### src/mdo_pkg.sv
// Package for the magnetometer data-ready and output block
package mdo_pkg;
  localparam logic [7:0] ADDR_STATUS = 8'h32;
  localparam logic [7:0] ADDR_MAG_X_HIGH = 8'h33;
  localparam logic [7:0] ADDR_MAG_X_LOW = 8'h34;
  localparam logic [7:0] ADDR_MAG_Y_HIGH = 8'h35;
  localparam logic [7:0] ADDR_MAG_Y_LOW = 8'h36;
  localparam logic [7:0] ADDR_MAG_Z_HIGH = 8'h37;
  localparam logic [7:0] ADDR_MAG_Z_LOW = 8'h38;
  localparam logic [7:0] ADDR_ACC_X_HIGH = 8'h39;
  localparam logic [7:0] ADDR_ACC_Z_LOW = 8'h3E;
  localparam int MAG_W = 16;
  localparam int ACC_W = 14;
  localparam int OSR_W = 3;
  localparam int RATE_W = 3;
  localparam logic [15:0] MAG_RESET = 16'h0000;
  localparam logic [13:0] ACC_RESET = 14'h0000;
  localparam logic [7:0] STATUS_RESET = 8'h00;
  localparam int BIT_XDR = 0;
  localparam int BIT_XYZDR = 3;
  localparam int BIT_XOW = 4;
  localparam int BIT_XYZOW = 7;
  localparam logic [3:0] DEC_MAX = 4'hF;
endpackage : mdo_pkg

### src/mdo_top.sv
// Magnetometer data-ready flags, sample registers and time-aligned acceleration
// Summary of operation
// - Axis overwrite flag is 1 when a new sample replaced an unread one.
// - Whole-set ready flag is 1 when a fresh three-axis acquisition exists.
// - Whole-set ready flag clears on reading the X, Y and Z high bytes.
// - Z ready sets on Z acquisition, clears on Z high-byte read.
// - Y ready sets on Y acquisition, clears on Y high-byte read.
// - X ready sets on X acquisition, clears on X high-byte read.
// - Each magnetic sample is 16-bit two's complement, 0.1 uT per LSB.
// - Magnetic outputs sit at 0x33 to 0x38, X Y Z, high byte first.
// - Decimated acceleration is 14-bit two's complement in read-only registers.
// - Decimated acceleration is captured together with each full three-axis magnetic set.
// - Decimation depends on output rate select and magnetic oversample ratio.
// - Acceleration set uses the same oversample ratio as the magnetic set.
// - Aligned acceleration is right justified within its byte pair.
// - Aligned acceleration bytes occupy 0x39 through 0x3E.
// - Whole-set overwrite sets on new set before read, clears on three high reads.
`timescale 1ns/1ps
module mdo_top #(
  parameter int MAG_W = mdo_pkg::MAG_W,
  parameter int ACC_W = mdo_pkg::ACC_W
) (
  input wire logic mclk,
  input wire logic rstn,
  input wire logic [2:0] mag_sample_valid,
  input wire logic [MAG_W-1:0] mag_sample_x,
  input wire logic [MAG_W-1:0] mag_sample_y,
  input wire logic [MAG_W-1:0] mag_sample_z,
  input wire logic acc_sample_valid,
  input wire logic [ACC_W-1:0] acc_sample_x,
  input wire logic [ACC_W-1:0] acc_sample_y,
  input wire logic [ACC_W-1:0] acc_sample_z,
  input wire logic [2:0] output_rate_select,
  input wire logic [2:0] mag_oversample_ratio,
  input wire logic reg_rd,
  input wire logic [7:0] reg_addr,
  output logic [7:0] reg_rdata_ff,
  output logic [7:0] mag_ready_status_ff
);

  logic [MAG_W-1:0] mag_ff [3];
  logic [ACC_W-1:0] acc_ff [3];
  logic [ACC_W+3:0] acc_sum_ff [3];
  logic [3:0] dec_cnt_ff;
  logic [3:0] dec_len;
  logic [2:0] ready_ff;
  logic [2:0] over_ff;
  logic set_ready_ff;
  logic set_over_ff;
  logic [2:0] hi_read_ff;
  logic [2:0] hi_rd;
  logic [2:0] nxt_hi_read;
  logic set_done;
  logic [7:0] nxt_rdata;

  // High-byte read strobes per axis
  always_comb begin
    for (int i = 0; i < 3; i++) begin
      hi_rd[i] = reg_rd && (reg_addr == 8'(mdo_pkg::ADDR_MAG_X_HIGH + 8'(2 * i)));
    end
  end

  // Magnetic sample capture, 16-bit two's complement
  always_ff @(posedge mclk or negedge rstn) begin
    if (!rstn) begin
      for (int i = 0; i < 3; i++) mag_ff[i] <= mdo_pkg::MAG_RESET;
    end else begin
      if (mag_sample_valid[0]) mag_ff[0] <= mag_sample_x;
      if (mag_sample_valid[1]) mag_ff[1] <= mag_sample_y;
      if (mag_sample_valid[2]) mag_ff[2] <= mag_sample_z;
    end
  end

  // Axis ready and overwrite flags; a sample in the same cycle as a read sets ready and clears overwrite
  always_ff @(posedge mclk or negedge rstn) begin
    if (!rstn) begin
      ready_ff <= 3'h0;
      over_ff <= 3'h0;
    end else begin
      for (int i = 0; i < 3; i++) begin
        if (mag_sample_valid[i]) begin
          ready_ff[i] <= 1'b1;
          if (ready_ff[i] && !hi_rd[i]) over_ff[i] <= 1'b1;
          else if (hi_rd[i]) over_ff[i] <= 1'b0;
          else over_ff[i] <= over_ff[i];
        end else if (hi_rd[i]) begin
          ready_ff[i] <= 1'b0;
          over_ff[i] <= 1'b0;
        end
      end
    end
  end

  // Tracks which high bytes were read since the whole set was last flagged
  always_comb begin
    nxt_hi_read = hi_read_ff | hi_rd;
    set_done = &nxt_hi_read;
  end

  // Whole-set ready and overwrite; a new full set beats a completing read for ready, the read clears overwrite
  always_ff @(posedge mclk or negedge rstn) begin
    if (!rstn) begin
      set_ready_ff <= 1'b0;
      set_over_ff <= 1'b0;
      hi_read_ff <= 3'h0;
    end else begin
      if (&mag_sample_valid) begin
        set_ready_ff <= 1'b1;
        hi_read_ff <= 3'h0;
        if (set_ready_ff && !set_done) set_over_ff <= 1'b1;
        else if (set_done) set_over_ff <= 1'b0;
      end else if (set_done) begin
        set_ready_ff <= 1'b0;
        set_over_ff <= 1'b0;
        hi_read_ff <= 3'h0;
      end else begin
        hi_read_ff <= nxt_hi_read;
      end
    end
  end

  // Decimation length from rate and oversample ratio, shared by all axes
  always_comb begin
    dec_len = 4'(output_rate_select) + 4'(mag_oversample_ratio);
    if (dec_len > mdo_pkg::DEC_MAX) dec_len = mdo_pkg::DEC_MAX;
  end

  // Acceleration accumulates the first dec_len plus one samples after a set; the sum divided by 16
  // is latched with the full magnetic set so both describe the same interval.
  // A fixed divide by 16 of the window sum is the mean only for a 16-sample
  // window; the shift keeps the divider out of the datapath.
  always_ff @(posedge mclk or negedge rstn) begin
    if (!rstn) begin
      dec_cnt_ff <= 4'h0;
      for (int i = 0; i < 3; i++) begin
        acc_sum_ff[i] <= '0;
        acc_ff[i] <= mdo_pkg::ACC_RESET;
      end
    end else begin
      if (&mag_sample_valid) begin
        for (int i = 0; i < 3; i++) begin
          acc_ff[i] <= acc_sum_ff[i][ACC_W+3:4];
          acc_sum_ff[i] <= '0;
        end
        dec_cnt_ff <= 4'h0;
      end else if (acc_sample_valid && dec_cnt_ff <= dec_len) begin
        acc_sum_ff[0] <= acc_sum_ff[0] + {{4{acc_sample_x[ACC_W-1]}}, acc_sample_x};
        acc_sum_ff[1] <= acc_sum_ff[1] + {{4{acc_sample_y[ACC_W-1]}}, acc_sample_y};
        acc_sum_ff[2] <= acc_sum_ff[2] + {{4{acc_sample_z[ACC_W-1]}}, acc_sample_z};
        dec_cnt_ff <= dec_cnt_ff + 4'h1;
      end
    end
  end

  // Read data mux; unmapped addresses read zero
  always_comb begin
    nxt_rdata = 8'h00;
    case (reg_addr)
      mdo_pkg::ADDR_STATUS: nxt_rdata = {set_over_ff, over_ff[2:0], set_ready_ff, ready_ff[2:0]};
      8'h33: nxt_rdata = mag_ff[0][15:8];
      8'h34: nxt_rdata = mag_ff[0][7:0];
      8'h35: nxt_rdata = mag_ff[1][15:8];
      8'h36: nxt_rdata = mag_ff[1][7:0];
      8'h37: nxt_rdata = mag_ff[2][15:8];
      8'h38: nxt_rdata = mag_ff[2][7:0];
      8'h39: nxt_rdata = {2'h0, acc_ff[0][13:8]};
      8'h3A: nxt_rdata = acc_ff[0][7:0];
      8'h3B: nxt_rdata = {2'h0, acc_ff[1][13:8]};
      8'h3C: nxt_rdata = acc_ff[1][7:0];
      8'h3D: nxt_rdata = {2'h0, acc_ff[2][13:8]};
      8'h3E: nxt_rdata = acc_ff[2][7:0];
      default: nxt_rdata = 8'h00;
    endcase
  end

  always_ff @(posedge mclk or negedge rstn) begin
    if (!rstn) begin
      reg_rdata_ff <= 8'h00;
      mag_ready_status_ff <= mdo_pkg::STATUS_RESET;
    end else begin
      if (reg_rd) reg_rdata_ff <= nxt_rdata;
      mag_ready_status_ff <= {set_over_ff, over_ff, set_ready_ff, ready_ff};
    end
  end

  a_x_ready_set: assert property (@(posedge mclk) disable iff (!rstn)
    mag_sample_valid[0] |=> ready_ff[0]) else $error("x ready not set");
  a_y_ready_set: assert property (@(posedge mclk) disable iff (!rstn)
    mag_sample_valid[1] |=> ready_ff[1]) else $error("y ready not set");
  a_z_ready_clr: assert property (@(posedge mclk) disable iff (!rstn)
    hi_rd[2] && !mag_sample_valid[2] |=> !ready_ff[2]) else $error("z ready not cleared");
  a_x_over_set: assert property (@(posedge mclk) disable iff (!rstn)
    ready_ff[0] && mag_sample_valid[0] && !hi_rd[0] |=> over_ff[0])
    else $error("x overwrite missed");
  a_set_ready: assert property (@(posedge mclk) disable iff (!rstn)
    &mag_sample_valid |=> set_ready_ff) else $error("set ready missing");
  a_set_clear: assert property (@(posedge mclk) disable iff (!rstn)
    set_done && !(&mag_sample_valid) |=> !set_ready_ff && !set_over_ff)
    else $error("set flags not cleared");
  a_set_hold: assert property (@(posedge mclk) disable iff (!rstn)
    set_ready_ff && !set_done && !(&mag_sample_valid) |=> set_ready_ff)
    else $error("set ready dropped early");
  a_acc_align: assert property (@(posedge mclk) disable iff (!rstn)
    !(&$past(mag_sample_valid)) |-> $stable(acc_ff[0])) else $error("accel moved alone");
  a_rdata_mag: assert property (@(posedge mclk) disable iff (!rstn)
    reg_rd && reg_addr == mdo_pkg::ADDR_MAG_X_HIGH |=> reg_rdata_ff == $past(mag_ff[0][15:8]))
    else $error("x high byte wrong");
  a_acc_just: assert property (@(posedge mclk) disable iff (!rstn)
    reg_rd && reg_addr == mdo_pkg::ADDR_ACC_X_HIGH |=> reg_rdata_ff[7:6] == 2'h0)
    else $error("accel not right justified");
  c_full_set: cover property (@(posedge mclk) disable iff (!rstn) &mag_sample_valid);
  c_set_read: cover property (@(posedge mclk) disable iff (!rstn) set_ready_ff ##1 !set_ready_ff);
  c_overwrite: cover property (@(posedge mclk) disable iff (!rstn) set_over_ff);

endmodule : mdo_top

### config.mk
export PLATFORM = sky130hd
export DESIGN_NAME = mdo_top
export DESIGN_NICKNAME = d
export VERILOG_FILES = /design/src/mdo_pkg.sv /design/src/mdo_top.sv
export SDC_FILE = /design/constraint.sdc
export NUM_CORES = 1
export LEC_CHECK = 0
export BUFFER_PORTS_ARGS = -buffer_cell sky130_fd_sc_hd__buf_2
export CAP_MARGIN = 20
export CORE_MARGIN = 2
export CORE_UTILIZATION = 57
export CTS_BUF_LIST = sky130_fd_sc_hd__clkbuf_16
export CTS_CLUSTER_DIAMETER = 40
export DETAILED_ROUTE_END_ITERATION = 10
export GPL_ROUTABILITY_DRIVEN = 0
export PLACE_DENSITY = 0.76
export SYNTH_ARGS = -nofsm -noshare
export SYNTH_HDL_FRONTEND = slang
export SYNTH_SLANG_ARGS = --single-unit
### constraint.sdc
create_clock -name mclk -period 7.72 [get_ports mclk]
set_clock_uncertainty 0.15 [all_clocks]
set_input_delay 0.772 -clock mclk [delete_from_list [all_inputs] [get_ports mclk]]
set_output_delay 0.772 -clock mclk [all_outputs]
set_load 0.05 [all_outputs]
======== Word-level counts from Yosys, hierarchy flattened ========
Cells that the tools add are included.
cells by class
  reduce and logical (&&, ||, !) cells .... 19
  bitwise logic cells ..................... 1
  $add $sub $neg .......................... 5
  $lt $le $gt $ge ......................... 2
  equal/unequal tests ..................... 13
  mux-type cells .......................... 28
operator list
  cell                   count
  $mux W54               2
  $eq A8 B6 Y1 const B   13
  $pmux W8 S13           1
  $add A18 B18 Y18       3
  $mux W1                20
  $mux W4                3
  $reduce_bool A2 Y1     5
  $logic_and A1 B1 Y1    8
  $mux W3                2
  $reduce_and A3 Y1      2
  $add A3 B3 Y4          1
  $add A4 B1 Y4 const B  1
  $gt A4 B4 Y1 const B   1
  $le A4 B4 Y1           1
  $logic_not A1 Y1       4
  $or A3 B3 Y3           1
word-level totals
  input bits .............................. 111
  output and inout bits ................... 16
  register bits after elaboration ......... 175

======== Logic depth before layout (Yosys ltp) ========
Gate-level depths: netlist of the first run.
  word-level depth ........................ 8
  depth in mapped cells ................... 13

======== Least setup slack after synthesis of the first run ========
Ideal clock, no wire load.
  path kind ............................... in2reg
  start point ............................. input output_rate_select[0]
  end point ............................... register acc_sum_ff[6] (netlist bit)
  data arrival time ....................... 3091 ps
  setup slack ............................. 4397 ps
  library setup time ...................... 82 ps
  path buffers ............................ 1
  stages .................................. 11
  cells stage by stage .................... ha_1 fa_1 inv_1 ha_1 nor2b_1 o21ai_1 a21oi_1 or2_1 clkbuf_2 or4_1 a31oi_1
between the ends
  word-level cells in the longest chain between the ends .. 6
ends and longest elaborated chain
  element                           line            RTL
  start, declared                   mdo_top.sv:33   input wire logic [2:0] output_rate_select,
  $add A3 B3 Y4 (*)                 mdo_top.sv:124  dec_len = 4'(output_rate_select) + 4'(mag_oversample_ratio);
  $gt A4 B4 Y1                      mdo_top.sv:125  if (dec_len > mdo_pkg::DEC_MAX) dec_len = mdo_pkg::DEC_MAX;
  $mux W4 (*)                       mdo_top.sv:125
  $le A4 B4 Y1 (*)                  mdo_top.sv:146  end else if (acc_sample_valid && dec_cnt_ff <= dec_len) begin
  $logic_and A1 B1 Y1 (*)           mdo_top.sv:146
  $reduce_bool A2 Y1 (no line) (*)  n/a
  end, declared                     mdo_top.sv:43   logic [ACC_W+3:0] acc_sum_ff [3];
Every way passes the cells marked *; elsewhere a longest branch is shown, timed or not.
A chain may end at the register's enable or synchronous reset.

======== Final worst setup path of the first run ========
  start point ............................. input output_rate_select[0]
  end point ............................... register acc_sum_ff[44] (netlist bit)
The elaborated chain is that of the path after synthesis.

==> summary.txt, run 1 <==
Initial Util - 0.587
Hold Path Class - register to register
startpoint type of the worst setup path - input pin
Final #Nets - 1346
synthesized net count - 1254
Root Driver - clkbuf_16
CP required - 7.92 ns
non-filler cells, final - 1410
Avg Vias per Cell - 6.03
post-detailed-placement half-perimeter wirelength - 17500 um
Die Y - 138 um
setup TNS - 0 ns
postcts setup bufs - 0
synth warn - 0
Async SR Flop Fraction - 1.00
length of the first detailed-routing pass in iterations - 5
P_int - 2.30 mW
CTS sink cnt - 175
DR WL/cell - 17.8 um
most common cell in the netlist - nand2_1
Slew Limit Fails - 0
Synth Cell Area - 10200 um2
worst hold slack - 0.270 ns
sw frac - 0.398
DIE WIDTH - 138 um
slowest CP cell - buf_4
FF+latch count, synth - 175
Total GRT Usage - 0.279
post-CTS sizing - 0
htree depth - 4
core area - 17400 um2
DRC viols - 0
Post-Syn Area per Cell - 9.43 um2
Tightest Pin Transition - 0.979 ns
GR Overflow Total - 0
via count of the routed design - 8504
share of layout cells above drive strength 1 - 0.203
fin crit share - 0.470
critical-path maximum fanout - 50
Final Util - 0.660
Port Buffers - 126
synth cell count leaders - nand2_1 (224), dfrtp_1 (175), a21oi_1 (85)
initial antenna violation count - 0
CP max stage delay - 0.50 ns
Layout area overhead - 12.4%
Max Cap Viol - 0
Routed WL - 25200 um
Ant. Diodes - 0
first-pass GRT wire length - 41200 um
I/O pins - 127
clock network fraction of design power - 0.222
Fmax - 276 MHz
CP cell instances - buf_2, ha_1, fa_1, inv_1, ha_1, nor2b_1, o21ai_1, a21oi_1, nor2_4, buf_4, nand2_1, o31ai_1
Tmin final - 3.63 ns
Die Area - 19000 um2
leakage - 5.31 nW
cell taking the most area after synthesis - dfrtp_1
post-synthesis sequential area ratio - 0.430
logic gate share of total power - 0.413
# setup viols final - 0
CP Capture Type - register
area share of the largest cell type after synthesis - 0.430
TritonCTS Buffers - 17
status - finished, final reports clean
Pwr Density - 334 nW/um2
Post-synth EDFFs - 0
Synth Flop Type - dfrtp_1
Antenna Violating Nets Remaining - 0
Filler Cells Inserted - 1439
hold-fix buffer count after cts - 0
Rel. slew slack - 0.347
clk buf depth - 2
DR iter-0 viols - 649
CTS clk-pin slew, worst paths - 0.07 ns
ranking of synthesized cells by area - dfrtp_1 (43%), nand2_1 (8.3%), ha_1 (7.2%)
pin count of the biggest net entering global routing - 110
Synth cell types - 73
clock latency reported for the late side of the worst-skew pair - 0.44 ns
Syn Inst Count - 1080
RSZ-0062 raised after global routing - false
Top Family by Delay on Critical Path - adder cells
CP bufs+invs - 3
most frequent cell on the critical path - ha_1
CP arrival - 3.82 ns
crit path kind - input pin to register
Peak VDD IR - 202 uV
Cells after DPL - 1377
Core Rows - 48
vias in the first global route - 8192
sequential fraction of design power - 0.364
switching power - 1.52 mW
CTS tree - yes
final number of hold-violating endpoints - 0
[power groups by stage]
stage | sequential [mW] | combinational [mW] | clock (mW)
2_1_floorplan | 1.31 | 1.26 | 0
3_3_place_gp | 1.40 | 1.50 | 0
3_5_place_dp | 1.41 | 1.55 | 0
4_1_cts | 1.39 | 1.56 | 0.862
5_1_grt | 1.43 | 1.79 | 0.901
6_report | 1.40 | 1.58 | 0.852
[placed cells by master, fill, tap and decap left out, types with 4 or more instances in the layout]
| cell type | count |
|---|---|
| buf_4 | 6 |
| inv_1 | 24 |
| nor3_1 | 24 |
| nand3b_1 | 6 |
| a2111oi_0 | 4 |
| mux2i_1 | 16 |
| a211oi_1 | 13 |
| a22oi_1 | 13 |
| o211ai_1 | 11 |
| a21o_1 | 17 |
| nor2_1 | 42 |
| or3_1 | 8 |
| buf_2 | 125 |
| clkbuf_16 | 17 |
| a21oi_1 | 85 |
| dfrtp_1 | 175 |
| nor2b_1 | 8 |
| xor2_1 | 12 |
| a22o_1 | 7 |
| fa_1 | 4 |
| and3_1 | 5 |
| nor4_1 | 4 |
| a31oi_1 | 21 |
| o21a_1 | 4 |
| xnor2_1 | 17 |
| ha_1 | 59 |
| mux2_2 | 53 |
| a211o_1 | 4 |
| o21ai_0 | 48 |
| nand4_1 | 12 |
| nand2_1 | 224 |
| nand3_1 | 26 |
| o21bai_1 | 9 |
[worst paths after layout]
kind,slack [ns],end,depth (start not counted),start
worst max register to register,4.76,acc_sum_ff[48],9,acc_sum_ff[36]
worst min register to register,0.27,mag_ready_status_ff[6],0,over_ff[2]
max in group asynchronous,5.68,acc_ff[17],2,rstn
min in group asynchronous,0.31,mag_ff[31],1,rstn
worst min-delay path,0.27,mag_ready_status_ff[6],0,over_ff[2]
worst max-delay path,4.09,acc_sum_ff[44],12,output_rate_select[0]
[kinds of logic after synthesis]
family / Yosys count / synth area share
buffers and inverters: 83 / 0.0394
XOR/XNOR: 29 / 0.0249
adder cells (fa/ha/maj): 63 / 0.0803
AND/OR/NAND/NOR: 384 / 0.171
multiplexers: 71 / 0.0787
flip-flops: 175 / 0.430
AO/OA/AOI/OAI: 275 / 0.176
[worst reg2reg max path, delay by kind of cell, from the launching register on]
kind / cells / cell delay, ns
xor+xnor: 1 / 0.18
fa+ha+maj: 2 / 0.67
flops: 1 / 0.38
compound gates: 6 / 1.46
[metrics by stage]
stage                     setup WS, ns  area [um2]  total power [mW]
after floorplan                   4.40       10200              2.58
after global placement            3.56       10800              2.90
after detailed placement          3.38       10800              2.96
after CTS                         3.81       11400              3.82
after global routing              3.91       11400              4.12
final                             4.09       11400              3.83
[state kept, by name (all words and copies together), names as in the netlist, 3 cells and up]
| signal | flops |
|---|---|
| over_ff | 3 |
| dec_cnt_ff | 4 |
| ready_ff | 3 |
| reg_rdata_ff | 8 |
| mag_ready_status_ff | 8 |
| acc_sum_ff | 54 |
| acc_ff | 42 |
| hi_read_ff | 3 |
| mag_ff | 48 |
[layer usage]
| metal | track usage | vias up | share of wire |
|---|---|---|---|
| met1 | 0.385 | 4081 | 0.45 |
| met3 | 0.0515 | 44 | 0.058 |
| met4 | 0.108 | 0 | 0.029 |
| met2 | 0.437 | 289 | 0.46 |
| met5 | 0 | - | 0 |
| li1 | - | 4090 | - |
[cell type report]
type | instances | area [um2] | share of cell area
multi-input combinational | 822 | 5420 | 0.473
tap | 225 | 282 | 0.0246
sequential | 175 | 4380 | 0.383
clock buffer | 17 | 425 | 0.0372
clock inverter | 15 | 155 | 0.0136
inverter | 23 | 86.3 | 0.00754
timing repair buffer | 133 | 702 | 0.0613
(Power assumes the default switching activity.)
==> run 2: changes to the inputs <==
==> constraint.sdc (replaced) <==
create_clock -name mclk -period 3.4 [get_ports mclk]
set_clock_uncertainty 0.15 [all_clocks]
set_input_delay 0.34 -clock mclk [delete_from_list [all_inputs] [get_ports mclk]]
set_output_delay 0.34 -clock mclk [all_outputs]
set_load 0.05 [all_outputs]
==> summary.txt, run 2 (synthesized netlist as in run 1, its figures left out) <==
startpoint type of the worst setup path - register
first-pass GRT wire length - 43100 um
Port Buffers - 126
Reg-to-Reg End - acc_sum_ff[48]
RSZ-0062 raised after global routing - false
length of the first detailed-routing pass in iterations - 5
Hold Path Class - input pin to register
hold-critical path depth - 2
Largest regs - acc_sum_ff (54), mag_ff (48), acc_ff (42)
Routed WL - 26500 um
Filler Cells Inserted - 1368
Initial Util - 0.587
I/O pins - 127
Peak VDD IR - 439 uV
initial antenna violation count - 0
CP cell instances - ha_1, fa_1, a211oi_1, o21ai_0, a21oi_1, o21ai_0, a41oi_1, xor2_1, o21ai_0
crit path kind - register to register
Avg Vias per Cell - 5.96
pin count of the biggest net entering global routing - 88
DR iter-0 viols - 786
postcts setup bufs - 0
CP required - 3.55 ns
Root Driver - clkbuf_16
most common cell after layout, fill and taps aside - nand2_1
Rel. slew slack - 0.410
DR WL/cell - 18.0 um
Antenna Violating Nets Remaining - 0
commonest cells after routing, fill and taps aside - nand2_1 (224), dfrtp_1 (175), buf_2 (125)
GR Overflow Total - 0
leakage - 5.57 nW
Final Util - 0.691
post-detailed-placement half-perimeter wirelength - 18900 um
CP max stage delay - 0.43 ns
CP arrival - 3.07 ns
# setup viols final - 0
status - finished, final reports clean
Ant. Diodes - 0
Largest Register - acc_sum_ff
reg2reg path depth - 9
Die Y - 138 um
Slew Limit Fails - 0
Max Cap Viol - 0
share of layout cells above drive strength 1 - 0.207
Tmin final - 2.92 ns
CTS sink cnt - 175
fin crit share - 0.860
clock latency reported for the late side of the worst-skew pair - 0.43 ns
max reg flops - 54
area of the multi-input gates - 5420 um2
vias in the first global route - 8602
FF-to-FF setup slack - 0.48 ns
critical-path maximum fanout - 3
Final #Nets - 1407
slowest CP cell - fa_1
Reg area - 4380 um2
via count of the routed design - 8768
most frequent cell on the critical path - o21ai_0
core area - 17400 um2
hold-fix buffer count after cts - 41
CP Capture Type - register
Worst Hold Launch - mag_sample_z[2]
htree depth - 4
post-CTS sizing - 0
Die Area - 19000 um2
DIE WIDTH - 138 um
Total GRT Usage - 0.294
Tightest Pin Transition - 0.886 ns
Hold EP - mag_ff[2]
CTS tree - yes
Fmax - 342 MHz
Pwr Density - 730 nW/um2
clk buf depth - 2
Core Rows - 48
DRC viols - 0
setup TNS - 0 ns
CTS clk-pin slew, worst paths - 0.07 ns
Layout area overhead - 17.8%
Critical R2R Launch - acc_sum_ff[36]
final number of hold-violating endpoints - 0
TritonCTS Buffers - 17
[run 2: cell types whose count changed in the layout (fill, tap and decap cells not counted), sizes merged]
| cell | before | now |
|---|---|---|
| inv | 30 | 29 |
| buf | 133 | 152 |
| dlygate4sd3 | 0 | 42 |
[run 2: cell type report]
| type | count | share of cell area |
|---|---|---|
| multi-input combinational | 822 | 0.451 |
| clock inverter | 14 | 0.0112 |
| clock buffer | 17 | 0.0354 |
| inverter | 23 | 0.00719 |
| tap | 225 | 0.0235 |
| timing repair buffer | 194 | 0.106 |
| sequential | 175 | 0.365 |
[run 2: report_power, final]
| part | switching (mW) | total, mW | internal (mW) |
|---|---|---|---|
| clock | 0.854 | 1.87 | 1.02 |
| combinational | 2.10 | 3.71 | 1.61 |
| sequential | 0.513 | 3.18 | 2.67 |
| total | 3.46 | 8.76 | 5.30 |
[run 2: how the worst max path moves through the flow]
stage	startpoint	to	slack [ns]	cells past startpoint
after floorplan	output_rate_select[0]	acc_sum_ff[6]	0.51	11
after global placement	output_rate_select[0]	acc_sum_ff[24]	0.30	11
after detailed placement	output_rate_select[0]	acc_sum_ff[6]	0.22	11
after CTS	acc_sum_ff[36]	acc_sum_ff[48]	0.49	9
after global routing	acc_sum_ff[36]	acc_sum_ff[48]	0.23	9
final	acc_sum_ff[36]	acc_sum_ff[48]	0.48	9
[run 2: layer usage]
| layer | routed length [um] | global-route usage |
|---|---|---|
| met5 | 0 | 0 |
| met2 | 12300 | 0.483 |
| met3 | 1670 | 0.0556 |
| met1 | 11700 | 0.386 |
| met4 | 776 | 0.116 |
[run 2: metrics by stage]
| step | instance area (um2) | std cells | power [mW] | setup slack (ns) | hold WS, ns |
|---|---|---|---|---|---|
| floorplan | 10200 | 1080 | 5.85 | 0.509 | -0.106 |
| global placement | 11000 | 1397 | 6.69 | 0.297 | 0.249 |
| detailed placement | 11000 | 1397 | 6.82 | 0.216 | 0.244 |
| CTS | 12000 | 1469 | 8.75 | 0.491 | 0.000421 |
| global route | 12000 | 1470 | 9.43 | 0.226 | 0.00286 |
| finish | 12000 | 1470 | 8.76 | 0.475 | 0.0147 |
[run 2: worst max-delay path, delay by kind of cell, from the launching register on]
kind / cells / cell delay [ns]
AO/OA/AOI/OAI: 6 / 1.46
XOR/XNOR: 1 / 0.16
adder cells (fa/ha/maj): 2 / 0.65
flip-flops: 1 / 0.38
==> run 3: changes to the inputs <==
--- a/config.mk
+++ b/config.mk
@@ -7,13 +7,15 @@
 export LEC_CHECK = 0
 export BUFFER_PORTS_ARGS = -buffer_cell sky130_fd_sc_hd__buf_2
 export CAP_MARGIN = 20
+export CELL_PAD_IN_SITES_DETAIL_PLACEMENT = 0
+export CELL_PAD_IN_SITES_GLOBAL_PLACEMENT = 1
 export CORE_MARGIN = 2
-export CORE_UTILIZATION = 57
+export CORE_UTILIZATION = 45
 export CTS_BUF_LIST = sky130_fd_sc_hd__clkbuf_16
 export CTS_CLUSTER_DIAMETER = 40
 export DETAILED_ROUTE_END_ITERATION = 10
 export GPL_ROUTABILITY_DRIVEN = 0
-export PLACE_DENSITY = 0.76
+export PLACE_DENSITY = 0.77
 export SYNTH_ARGS = -nofsm -noshare
 export SYNTH_HDL_FRONTEND = slang
 export SYNTH_SLANG_ARGS = --single-unit
==> summary.txt, run 3 (synthesized netlist as in run 1, its figures left out) <==
status - finished, final reports clean
CP cell instances - ha_1, fa_1, a211oi_1, o21ai_0, a21oi_1, o21ai_0, a41oi_1, xor2_1, o21ai_0
Die Area - 23900 um2
postcts setup bufs - 0
logic gate share of total power - 0.422
Avg Vias per Cell - 5.54
post-CTS sizing - 0
clk buf depth - 2
Initial Util - 0.454
final number of hold-violating endpoints - 0
leakage - 5.60 nW
Pwr Density - 722 nW/um2
Largest regs - acc_sum_ff (54), mag_ff (48), acc_ff (42)
Worst Slack Setup Final - 0.508 ns
DR WL/cell - 17.9 um
CP arrival - 3.05 ns
Ant. Diodes - 0
CP max stage delay - 0.43 ns
clock network fraction of design power - 0.219
slowest CP cell - fa_1
max reg flops - 54
CTS clk-pin slew, worst paths - 0.07 ns
area of the multi-input gates - 5420 um2
DP Area - 11100 um2
RSZ-0062 raised after global routing - false
Routed WL - 27400 um
TritonCTS Buffers - 17
crit path kind - register to register
most common cell after layout, fill and taps aside - nand2_1
Pwr Total - 8.76 mW
Setup WS pre-CTS - 0.224 ns
DR iter-0 viols - 502
Design Area, Final - 12100 um2
startpoint type of the worst setup path - register
CP bufs+invs - 0
I/O pins - 127
Final #Nets - 1409
sw frac - 0.398
Final Util - 0.541
Filler Cells Inserted - 2046
DRC viols - 0
via count of the routed design - 8495
vias in the first global route - 8410
Root Driver - clkbuf_16
clock latency reported for the late side of the worst-skew pair - 0.44 ns
first-pass GRT wire length - 45000 um
switching power - 3.48 mW
Hold Path Class - input pin to register
length of the first detailed-routing pass in iterations - 6
Die Y - 154 um
htree depth - 4
Slew Limit Fails - 0
CTS tree - yes
fin crit share - 0.851
critical-path maximum fanout - 3
GR Overflow Total - 0
most frequent cell on the critical path - o21ai_0
Largest Register - acc_sum_ff
CP Capture Type - register
CTS sink cnt - 175
Fmax - 346 MHz
sequential fraction of design power - 0.359
core area - 22400 um2
Top Family by Delay on Critical Path - compound AO/OA/AOI/OAI gates
# setup viols final - 0
Tmin final - 2.89 ns
Antenna Violating Nets Remaining - 0
Max Cap Viol - 0
Core Rows - 55
CP required - 3.56 ns
setup TNS - 0 ns
Layout area overhead - 19.1%
Reg area - 4380 um2
Tightest Pin Transition - 0.893 ns
Rel. slew slack - 0.400
DIE WIDTH - 154 um
initial antenna violation count - 0
P_int - 5.27 mW
Total GRT Usage - 0.240
share of layout cells above drive strength 1 - 0.209
Port Buffers - 126
pin count of the biggest net entering global routing - 67
commonest cells after routing, fill and taps aside - nand2_1 (224), dfrtp_1 (175), buf_2 (125)
Peak VDD IR - 365 uV
post-detailed-placement half-perimeter wirelength - 19700 um
[run 3: per-stage QoR]
step | instances | hold WS, ns
3_5_place_dp | 1459 | 0.158
2_1_floorplan | 1080 | -0.106
6_report | 1533 | 0.0107
3_3_place_gp | 1459 | 0.158
5_1_grt | 1533 | 0.00242
4_1_cts | 1533 | 0.00171
[run 3: repair_timing]
action                     in CTS  in global routing
setup endpoints to repair       0                  0
hold endpoints to repair       86                  0
hold buffers                   42                  0
[run 3: area by class of cell]
type / count / area share
timing repair buffer: 196 / 0.109
clock buffer: 17 / 0.0351
tap: 285 / 0.0294
clock inverter: 15 / 0.0119
inverter: 23 / 0.00712
multi-input combinational: 822 / 0.447
sequential: 175 / 0.361
[run 3: routing by layer]
layer	GRT usage	wire length [um]
met4	0.0578	325
met5	0	0
met1	0.341	13100
met3	0.0389	1300
met2	0.385	12700
[run 3: final timing paths]
check                            startpoint                      to  slack, ns  cells after the start
setup / recovery             acc_sum_ff[36]          acc_sum_ff[48]       0.51                      9
hold / removal             mag_sample_z[10]              mag_ff[10]       0.01                      2
setup reg to reg             acc_sum_ff[36]          acc_sum_ff[48]       0.51                      9
hold reg to reg                  over_ff[0]  mag_ready_status_ff[4]       0.27                      0
max in group asynchronous              rstn          acc_sum_ff[22]       2.04                      3
min in group asynchronous              rstn              mag_ff[17]       0.25                      2
[run 3: power groups by stage]
stage,logic (mW),clock network [mW],registers (mW)
after floorplan,2.87,0,2.98
after global routing,4.21,2.05,3.22
after detailed placement,3.66,0,3.18
after CTS,3.71,1.96,3.15
final,3.69,1.92,3.14
after global placement,3.60,0,3.18
